## src/rtl/aof_defs.svh

```systemverilog
// Constants for the ADC output formatter.
`ifndef AOF_DEFS_SVH
`define AOF_DEFS_SVH
`define AOF_WORD_W 10
`define AOF_RATIO_1 2'b01
`define AOF_RATIO_2 2'b11
`define AOF_RATIO_4 2'b10
`define AOF_RATIO_NONE 2'b00
`define AOF_TEST_NORMAL 2'b11
`define AOF_TEST_ZERO 2'b01
`define AOF_TEST_ONE 2'b10
`define AOF_TEST_CHECK 2'b00
`define AOF_CHECK_EVEN 10'h155
`define AOF_CHECK_ODD 10'h2aa
`define AOF_ALL_ZERO 10'h000
`define AOF_ALL_ONE 10'h3ff
`define AOF_DECIM_LAST 3'h7
`define AOF_SLOT_A 2'h0
`define AOF_SLOT_B 2'h1
`define AOF_SLOT_C 2'h2
`define AOF_SLOT_D 2'h3
`define AOF_LAST_1 2'h0
`define AOF_LAST_2 2'h1
`define AOF_LAST_4 2'h3
`define AOF_NPORT 4
`endif

```

## src/rtl/aof_pkg.sv

```systemverilog
// Types shared by the ADC output formatter modules.
package aof_pkg;
  typedef logic [9:0] aof_word_t;
  typedef enum logic [1:0]
  {
    AOF_ST_RESET = 2'b00,
    AOF_ST_RUN = 2'b01
  } aof_state_t;
endpackage

```

## src/rtl/aof_lane_if.sv

```systemverilog
// Interface carrying one group of words from the distributor to the port bank.
`timescale 1ns/100ps
interface aof_lane_if;
  logic [39:0] words;
  logic load;
  logic clear;
  modport src (output words, output load, output clear);
  modport dst (input words, input load, input clear);
endinterface

```

## src/rtl/aof_port_bank.sv

```systemverilog
// Output registers of the four ports, all loaded on one edge.
`timescale 1ns/100ps
`include "aof_defs.svh"
module aof_port_bank
  import aof_pkg::*;
(
  // Clock.
  input wire logic clk_i,
  // Group of words.
  aof_lane_if.dst lane,
  // Port data.
  output logic [39:0] ports_o
);
  // One generate loop keeps the four ports updating together.
  // Each port owns its register, so no variable has more than one clocked writer.
  genvar g;
  generate
    for (g = 0; g < `AOF_NPORT; g = g + 1)
    begin : g_port
      aof_word_t port_word;
      always_ff @(posedge clk_i)
      begin
        if (lane.clear)
          port_word <= `AOF_ALL_ZERO;
        else if (lane.load)
          port_word <= lane.words[g*`AOF_WORD_W +: `AOF_WORD_W];
      end
      assign ports_o[g*`AOF_WORD_W +: `AOF_WORD_W] = port_word;
    end
  endgenerate
endmodule

```

## src/rtl/aof_formatter.sv

```systemverilog
// ADC output demultiplexer, test pattern generator and decimator.
// Operation
// - Ratio code picks one, two or four ports.
// - Samples go round-robin starting at port A.
// - All active ports update together.
// - Test code selects normal, zeros or ones.
// - Code 00 gives alternating checkerboard words.
// - Checkerboard starts with port A word.
// - Active-low external reset resynchronises logic.
// - Power-up reset orders output words.
// - Decimation forwards one of eight samples.
// - Decimation combines with demultiplex ratio.
// - Decimate enable is active low.
// - Delay tune enable is active low.
// - Strobe toggles once per group.
// - Ports carry ten bits, bit 0 LSB.
// - External reset acts on the next clock edge.
// - Control inputs have no pull-ups; tie them high for the defaults.
`timescale 1ns/100ps
`include "aof_defs.svh"
module aof_formatter
  import aof_pkg::*;
(
  // Clock and resets.
  input wire logic CLK_I,
  input wire logic SYS_RST_I,
  input wire logic EXT_RESET_N_I,
  // Static controls; tie high for the default modes.
  input wire logic RATIO_SEL_LO_I,
  input wire logic RATIO_SEL_HI_I,
  input wire logic TEST_SEL_LO_I,
  input wire logic TEST_SEL_HI_I,
  input wire logic DECIMATE_EN_N_I,
  input wire logic DELAY_TUNE_EN_N_I,
  // Converted samples.
  input wire logic [9:0] SAMPLE_I,
  // Output ports and strobe.
  output logic [9:0] PORT_A_O,
  output logic [9:0] PORT_B_O,
  output logic [9:0] PORT_C_O,
  output logic [9:0] PORT_D_O,
  output logic WORD_STROBE_P_O,
  output logic WORD_STROBE_N_O,
  output logic DELAY_TUNE_ACTIVE_O
);
  aof_lane_if lane ();
  aof_state_t state;
  aof_state_t next_state;
  logic [2:0] decim_cnt;
  logic [1:0] slot;
  logic [29:0] gather;
  logic check_phase;
  logic strobe;
  logic [39:0] ports;
  wire [1:0] ratio = {RATIO_SEL_HI_I, RATIO_SEL_LO_I};
  wire [1:0] test = {TEST_SEL_HI_I, TEST_SEL_LO_I};
  // External reset is folded in combinationally but only takes effect on the next clock edge.
  wire rst = SYS_RST_I | ~EXT_RESET_N_I;
  // Decode of the ratio; code 00 is unused and falls back to one port.
  wire [1:0] last_slot = (ratio == `AOF_RATIO_4) ? `AOF_LAST_4 :
                         (ratio == `AOF_RATIO_2) ? `AOF_LAST_2 : `AOF_LAST_1;
  wire decim_on = ~DECIMATE_EN_N_I;
  wire take = ~decim_on | (decim_cnt == `AOF_DECIM_LAST);
  // Test pattern word; checkerboard phase toggles on every taken word and never restarts per group.
  wire aof_word_t check_word = check_phase ? `AOF_CHECK_ODD : `AOF_CHECK_EVEN;
  wire aof_word_t word = (test == `AOF_TEST_ZERO) ? `AOF_ALL_ZERO :
                         (test == `AOF_TEST_ONE) ? `AOF_ALL_ONE :
                         (test == `AOF_TEST_CHECK) ? check_word : SAMPLE_I;
  wire group_done = take & (slot == last_slot);
  wire running = (state == AOF_ST_RUN);

  // One idle cycle after any reset before the first sample is taken.
  // Leaving the idle state only through the clocked register gives the slot pointer
  // and the decimation counter a known starting point after either reset.
  always_comb
  begin
    next_state = state;
    unique case (state)
      AOF_ST_RESET: next_state = AOF_ST_RUN;
      AOF_ST_RUN: next_state = AOF_ST_RUN;
      // The two spare codes are illegal; fall back to the idle state.
      default: next_state = AOF_ST_RESET;
    endcase
  end
  always_ff @(posedge CLK_I)
  begin
    if (rst)
      state <= AOF_ST_RESET;
    else
      state <= next_state;
  end

  // Decimation counter runs on every sample so the kept one is regular.
  always_ff @(posedge CLK_I)
  begin
    if (rst | ~running)
      decim_cnt <= 3'h0;
    else
      decim_cnt <= decim_cnt + 3'h1;
  end

  // Round-robin slot pointer and staging of words A to C.
  always_ff @(posedge CLK_I)
  begin
    if (rst | ~running)
    begin
      slot <= `AOF_SLOT_A;
      gather <= 30'h0;
      check_phase <= 1'b0;
    end
    else if (take)
    begin
      slot <= group_done ? `AOF_SLOT_A : slot + 2'h1;
      check_phase <= ~check_phase;
      if (slot != `AOF_SLOT_D)
        gather[slot*10 +: 10] <= word;
    end
  end

  // Whole group goes out on one edge; strobe toggles per group.
  always_ff @(posedge CLK_I)
  begin
    if (rst)
      strobe <= 1'b0;
    else if (running & group_done)
      strobe <= ~strobe;
  end

  // Width of the group decides which lanes carry data.
  wire four_on = (last_slot == `AOF_LAST_4);
  wire two_on = (last_slot == `AOF_LAST_2);
  wire one_on = (last_slot == `AOF_LAST_1);
  // Last word of the group bypasses staging, which saves a fourth staging register;
  // lanes outside the selected ratio load zeros so the receiver never sees old samples.
  wire aof_word_t lane_d = four_on ? word : `AOF_ALL_ZERO;
  wire aof_word_t lane_c = four_on ? gather[29:20] : `AOF_ALL_ZERO;
  wire aof_word_t lane_b = one_on ? `AOF_ALL_ZERO : (two_on ? word : gather[19:10]);
  wire aof_word_t lane_a = one_on ? word : gather[9:0];
  assign lane.words = {lane_d, lane_c, lane_b, lane_a};
  assign lane.load = running & group_done;
  assign lane.clear = rst;

  aof_port_bank u_bank
  (
    .clk_i(CLK_I),
    .lane(lane),
    .ports_o(ports)
  );

  // Ports are ten bits each, bit 0 least significant.
  assign PORT_A_O = ports[9:0];
  assign PORT_B_O = ports[19:10];
  assign PORT_C_O = ports[29:20];
  assign PORT_D_O = ports[39:30];
  assign WORD_STROBE_P_O = strobe;
  assign WORD_STROBE_N_O = ~strobe;
  assign DELAY_TUNE_ACTIVE_O = ~DELAY_TUNE_EN_N_I;

  // Strobe checks come first, since every downstream capture hangs on the strobe.
  strobe_on_load_a: assert property (@(posedge CLK_I) disable iff (rst)
    lane.load |=> (strobe != $past(strobe))) else $error("strobe did not toggle");
  strobe_hold_a: assert property (@(posedge CLK_I) disable iff (rst)
    !lane.load |=> $stable(strobe)) else $error("strobe moved without group");

  // Static test words on every ratio; checkerboard on the two- and four-port ratios.
  zero_test_a: assert property (@(posedge CLK_I) disable iff (rst)
    (lane.load && test == `AOF_TEST_ZERO) |=> PORT_A_O == `AOF_ALL_ZERO)
    else $error("zero test failed");
  one_test_a: assert property (@(posedge CLK_I) disable iff (rst)
    (lane.load && test == `AOF_TEST_ONE) |=> PORT_A_O == `AOF_ALL_ONE)
    else $error("ones test failed");
  check_start_a: assert property (@(posedge CLK_I) disable iff (rst)
    (lane.load && test == `AOF_TEST_CHECK && last_slot == `AOF_LAST_2) |=> PORT_A_O == `AOF_CHECK_EVEN)
    else $error("checkerboard not starting on port A");
  check_alt_a: assert property (@(posedge CLK_I) disable iff (rst)
    (lane.load && test == `AOF_TEST_CHECK && last_slot == `AOF_LAST_2) |=> PORT_B_O == `AOF_CHECK_ODD)
    else $error("checkerboard not alternating");
  check_four_a: assert property (@(posedge CLK_I) disable iff (rst)
    (lane.load && test == `AOF_TEST_CHECK && last_slot == `AOF_LAST_4) |=>
    (PORT_C_O == `AOF_CHECK_EVEN && PORT_D_O == `AOF_CHECK_ODD))
    else $error("checkerboard on ports C and D wrong");

  // Group spacing and word order for each ratio.
  ratio1_span_a: assert property (@(posedge CLK_I) disable iff (rst)
    (lane.load && !decim_on && last_slot == `AOF_LAST_1) |=> lane.load)
    else $error("one-port group spacing wrong");
  ratio2_span_a: assert property (@(posedge CLK_I) disable iff (rst)
    (lane.load && !decim_on && last_slot == `AOF_LAST_2) |=> !lane.load ##1 lane.load)
    else $error("two-port group spacing wrong");
  ratio4_span_a: assert property (@(posedge CLK_I) disable iff (rst)
    (lane.load && !decim_on && last_slot == `AOF_LAST_4) |=> !lane.load [*3] ##1 lane.load)
    else $error("four-port group spacing wrong");
  ratio2_order_a: assert property (@(posedge CLK_I) disable iff (rst)
    (lane.load && !decim_on && test == `AOF_TEST_NORMAL && last_slot == `AOF_LAST_2) |=>
    (PORT_A_O == $past(SAMPLE_I, 2) && PORT_B_O == $past(SAMPLE_I)))
    else $error("two-port word order wrong");
  ratio4_order_a: assert property (@(posedge CLK_I) disable iff (rst)
    (lane.load && !decim_on && test == `AOF_TEST_NORMAL && last_slot == `AOF_LAST_4) |=>
    (PORT_A_O == $past(SAMPLE_I, 4) && PORT_D_O == $past(SAMPLE_I)))
    else $error("four-port group not presented together");
  unused_zero_a: assert property (@(posedge CLK_I) disable iff (rst)
    (lane.load && last_slot == `AOF_LAST_2) |=>
    (PORT_C_O == `AOF_ALL_ZERO && PORT_D_O == `AOF_ALL_ZERO))
    else $error("unused ports carry data");
  decim_rate_a: assert property (@(posedge CLK_I) disable iff (rst)
    (lane.load && decim_on && last_slot == `AOF_LAST_1) |=> !lane.load [*7])
    else $error("decimation rate wrong");
  decim2_span_a: assert property (@(posedge CLK_I) disable iff (rst)
    (lane.load && decim_on && last_slot == `AOF_LAST_2) |-> ##16 lane.load)
    else $error("decimated two-port spacing wrong");

  // Resets and the static enable.
  reset_clear_a: assert property (@(posedge CLK_I)
    !EXT_RESET_N_I |=> (PORT_A_O == `AOF_ALL_ZERO && slot == `AOF_SLOT_A))
    else $error("external reset not applied");
  clear_strobe_a: assert property (@(posedge CLK_I)
    rst |=> (!WORD_STROBE_P_O && PORT_B_O == `AOF_ALL_ZERO))
    else $error("reset did not clear strobe and ports");
  tune_en_a: assert property (@(posedge CLK_I)
    DELAY_TUNE_ACTIVE_O == !DELAY_TUNE_EN_N_I) else $error("delay tune enable polarity");

  // Main scenarios.
  cov_ratio4_c: cover property (@(posedge CLK_I) lane.load && last_slot == `AOF_LAST_4);
  cov_check_c: cover property (@(posedge CLK_I) lane.load && test == `AOF_TEST_CHECK);
  cov_decim_c: cover property (@(posedge CLK_I) lane.load && decim_on);
  cov_ratio1_c: cover property (@(posedge CLK_I) lane.load && !decim_on && last_slot == `AOF_LAST_1);
  cov_reset_c: cover property (@(posedge CLK_I) !EXT_RESET_N_I ##1 EXT_RESET_N_I);
endmodule

```

## config.mk

```make
export PLATFORM = sky130hd
export DESIGN_NAME = aof_formatter
export DESIGN_NICKNAME = d
export VERILOG_FILES = /design/src/rtl/aof_pkg.sv /design/src/rtl/aof_lane_if.sv /design/src/rtl/aof_port_bank.sv /design/src/rtl/aof_formatter.sv
export VERILOG_INCLUDE_DIRS = /design/src /design/src/rtl
export SDC_FILE = /design/constraint.sdc
export NUM_CORES = 1
export LEC_CHECK = 0
export ABC_AREA = 1
export BUFFER_PORTS_ARGS = -buffer_cell sky130_fd_sc_hd__buf_4
export CAP_MARGIN = 10
export CORE_MARGIN = 1
export CORE_UTILIZATION = 30
export DETAILED_ROUTE_END_ITERATION = 16
export GPL_TIMING_DRIVEN = 0
export PLACE_DENSITY = 0.44
export SYNTH_ARGS = -nofsm -noshare
export SYNTH_HDL_FRONTEND = slang
export SYNTH_HIERARCHICAL = 1
export SYNTH_SLANG_ARGS = --single-unit
```

## constraint.sdc

```tcl
create_clock -name CLK_I -period 3.55 [get_ports CLK_I]
set_clock_uncertainty 0.2 [all_clocks]
set_input_delay 0.355 -clock CLK_I [delete_from_list [all_inputs] [get_ports CLK_I]]
set_output_delay 0.355 -clock CLK_I [all_outputs]
set_load 0.02 [all_outputs]
```

==> tab_implementation.tex <==
\begin{tabular}{lr}
\hline
Metric & Value \\
\hline
\multicolumn{2}{l}{\textbf{Critical path}} \\
Kind of end point of the critical path & register \\
R2R setup slack & 730 ps \\
Capturing point of the worst reg2reg path & gather[4] \\
RR Startpoint & slot[0] \\
Data required time at the worst endpoint & 3550 ps \\
Maximum fanout along the worst path & 12 \\
Number of cells on the worst reg-to-reg path & 9 \\
Type of element launching the critical path & register \\
Critical Path Source & slot[0] \\
Arrival @ worst endpoint & 2820 ps \\
Critical path start-end classification & register to register \\
\multicolumn{2}{l}{\textbf{Clock tree}} \\
Number of buffers added for setup after CTS & 0 \\
Clk buf depth & 2 \\
Number of levels in the clock H-tree & 3 \\
Source-to-sink clock delay at the later pin of the worst-skew pair & 340 ps \\
Gates resized, CTS repair & 0 \\
Cell at the root of the clock tree & sky130\_fd\_sc\_hd\_\_clkbuf\_16 \\
Number of hold buffers added after cts & 0 \\
Number of clock buffers inserted by TritonCTS & 9 \\
Number of clock sinks & 78 \\
TritonCTS clock tree & yes \\
Post-CTS clock slew at the launch and capture registers of the worst setup and hold paths & 60 ps \\
\multicolumn{2}{l}{\textbf{Floorplanning}} \\
Die outline height & 121 um \\
Die area & 14,600 um\^{}2 \\
Count of standard-cell rows & 43 \\
Core region area & 13,800 um\^{}2 \\
Initial core utilization & 30.6\% \\
Top-level I/O count & 62 \\
Horizontal die dimension & 121 um \\
\multicolumn{2}{l}{\textbf{Global route}} \\
Global-route wire length before repair & 20.7 mm \\
Largest net degree at the start of global routing & 14 \\
Overall routing resource usage & 18.7\% \\
Global-route congestion overflow total & 0 \\
Via count of the first global-routing pass & 3,917 \\
Initial antenna violation count & 0 \\
\multicolumn{2}{l}{\textbf{Logic synthesis}} \\
Number of enable-type register cells in the synthesized netlist & 0 \\
Sequential fraction of the synthesis area & 36.9\% \\
Main area contributors after synthesis & sky130\_fd\_sc\_hd\_\_dfxtp\_1 (37\%), sky130\_fd\_sc\_hd\_\_nand2\_1 (17\%), sky130\_fd\_sc\_hd\_\_nor2\_1 (11\%) \\
Proportion of register bits with asynchronous set or reset after synthesis & 0\% \\
Count of different cell masters after synthesis & 34 \\
Mean instance size in the synthesized netlist & 6.25 um\^{}2 \\
Syn Nets & 703 \\
Synth warnings & 6 \\
Post-synthesis instance area & 4230 um\^{}2 \\
Post-Syn Instances & 677 \\
Flip-flop and latch count after synthesis & 78 \\
Top\_reg\_cell synth & sky130\_fd\_sc\_hd\_\_dfxtp\_1 \\
Post-synth top area share & 36.9\% \\
Most area-hungry cell type in the Yosys netlist & sky130\_fd\_sc\_hd\_\_dfxtp\_1 \\
\multicolumn{2}{l}{\textbf{Timing}} \\
Period utilisation layout & 79.3\% \\
Maximum clock frequency & 355 MHz \\
Final min period & 2820 ps \\
RSZ-0062 raised after global routing & no \\
Final hold violation count & 0 \\
Fin Setup TNS & 0 ps \\
Max-slew headroom at the worst pin & 58.1\% \\
Pins Over Slew Limit & 0 \\
Total setup violations reported at the end of the flow & 0 \\
Transition time of the tightest slew-check pin & 626 ps \\
\multicolumn{2}{l}{\textbf{Pwr}} \\
IR Drop Worst-Case VDD & 185 uV \\
Power per Cell Area & 388 nW/um\^{}2 \\
Overall power consumption & 2020 uW \\
Static leakage & 0.00216 uW \\
\multicolumn{2}{l}{\textbf{Drt}} \\
Initial drt markers & 238 \\
Wire per inst & 13.5 um \\
Antenna-violating nets left & 0 \\
Total via count in the routed design & 4,187 \\
DRC violation count after routing & 0 \\
Routed via count divided by cell count & 4.49 \\
Drt pass-1 iters & 5 \\
Total wire length after detailed routing & 12.6 mm \\
\multicolumn{2}{l}{\textbf{Layout}} \\
Synthesis-to-layout area growth & 22.9\% \\
Layout Cells excl Fill & 933 \\
Total number of nets in the final design & 774 \\
Ant diodes & 0 \\
Share of layout cells above drive strength 1 & 14.9\% \\
Share of the core filled with cells & 37.6\% \\
\multicolumn{2}{l}{\textbf{Hold path}} \\
Launch instance of the worst min-delay path & EXT\_RESET\_N\_I \\
Worst Hold Path EP & state[0] \\
Hold Path Cell Cnt & 3 \\
Min-Delay Path Class & input port to register \\
\multicolumn{2}{l}{\textbf{Place}} \\
Placer Congestion & 0.931 \\
Placed wire-length estimate after detailed placement & 9.94 mm \\
Placed insts & 917 \\
Number of port buffers & 60 \\
\multicolumn{2}{l}{\textbf{Run}} \\
Max-cap violations & 0 \\
\multicolumn{2}{l}{\textbf{Status}} \\
Status & finished, final reports clean \\
\hline
\end{tabular}
power breakdown:
group	internal [uW]	switching (uW)
clock network	542	374
logic	72.4	142
registers	884	4.64
critical path, cell delays in order (launching register included):
cell                       delay, ps
sky130_fd_sc_hd__dfxtp_1         340
sky130_fd_sc_hd__inv_1           140
sky130_fd_sc_hd__clkbuf_1        440
sky130_fd_sc_hd__ha_1            320
sky130_fd_sc_hd__buf_2           190
sky130_fd_sc_hd__clkinv_1        210
sky130_fd_sc_hd__clkbuf_1        420
sky130_fd_sc_hd__nand3_1         180
sky130_fd_sc_hd__o211ai_1        140
sky130_fd_sc_hd__a21oi_1          90
cell usage in the layout, fill, tap and decap left out, drive strengths merged, types with 3 or more instances in the layout:
cell,instances
o211ai,5
nand4,4
o22ai,11
a21oi,33
buf,76
or2,6
nand2,193
clkinv,3
o21ai,29
dfxtp,78
inv,94
clkbuf,26
nand3,48
nor2,128
nor3,3
ha,7
clkinvlp,3
Yosys cell counts, types with 2 or more instances:
| cell type | instances |
|---|---|
| sky130_fd_sc_hd__clkbuf_2 | 2 |
| sky130_fd_sc_hd__ha_1 | 7 |
| sky130_fd_sc_hd__o21ai_2 | 3 |
| sky130_fd_sc_hd__nor2_1 | 127 |
| sky130_fd_sc_hd__nand2_4 | 3 |
| sky130_fd_sc_hd__clkbuf_1 | 14 |
| sky130_fd_sc_hd__o211ai_1 | 5 |
| sky130_fd_sc_hd__nor3_1 | 2 |
| sky130_fd_sc_hd__buf_2 | 6 |
| sky130_fd_sc_hd__buf_6 | 5 |
| sky130_fd_sc_hd__nand2_1 | 188 |
| sky130_fd_sc_hd__a21oi_1 | 33 |
| sky130_fd_sc_hd__nand3_1 | 47 |
| sky130_fd_sc_hd__or2_2 | 6 |
| sky130_fd_sc_hd__nand2_2 | 2 |
| sky130_fd_sc_hd__o21ai_0 | 23 |
| sky130_fd_sc_hd__buf_4 | 4 |
| sky130_fd_sc_hd__inv_2 | 2 |
| sky130_fd_sc_hd__nand4_1 | 4 |
| sky130_fd_sc_hd__o22ai_1 | 11 |
| sky130_fd_sc_hd__dfxtp_1 | 78 |
| sky130_fd_sc_hd__o21ai_1 | 2 |
| sky130_fd_sc_hd__inv_1 | 92 |
stage by stage:
step	worst slack (ps)	hold slack (ps)	instance area, um^2
finish	735	98.4	5200
global route	428	112	5200
detailed placement	729	213	4910
global placement	722	208	4910
CTS	723	91.4	5200
floorplan	1330	199	4230
kinds of logic after synthesis:
kind of cell | Yosys count | synth area share (%)
AOI/OAI and AO/OA | 80 | 10.7
xor gates and xnor gates | 2 | 0.414
adders and majority gates | 7 | 2.07
buffers and inverters | 127 | 12.7
DFF | 78 | 36.9
and+or+nand+nor | 383 | 37.1
worst max path at each step:
stage / to / slack (ps)
after CTS: gather[28] / 720
after detailed placement: gather[14] / 730
after floorplan: gather[5] / 1330
after global placement: gather[14] / 720
after global routing: gather[12] / 430
final: gather[4] / 730
registers in the layout, indices dropped and copies added, names as in the netlist:
signal,cells
WORD_STROBE_P_O,1
check_phase,1
state,1
decim_cnt,3
gather,30
slot,2
u_bank/g_port.port_word,40
area by class of cell:
class	instances	area, um^2
flip-flops and latches	78	1560
fillers	1566	8630
clock buffers	10	229
well taps	180	225
plain buffers	32	183
clock inverters	6	62.6
inverters	95	357
multi-input cells	472	2130
repair buffers	60	450
layer usage:
layer | vias up | global-route usage, % | part of all wire [%] | routed length, um
li1 | 2228 | - | - | -
met1 | 1839 | 26.1 | 51 | 6390
met3 | 20 | 3.54 | 4.7 | 596
met5 | - | 0 | 0 | 0
met2 | 100 | 27.9 | 42 | 5360
met4 | 0 | 8.10 | 2.3 | 290
(Power assumes the default switching activity.)
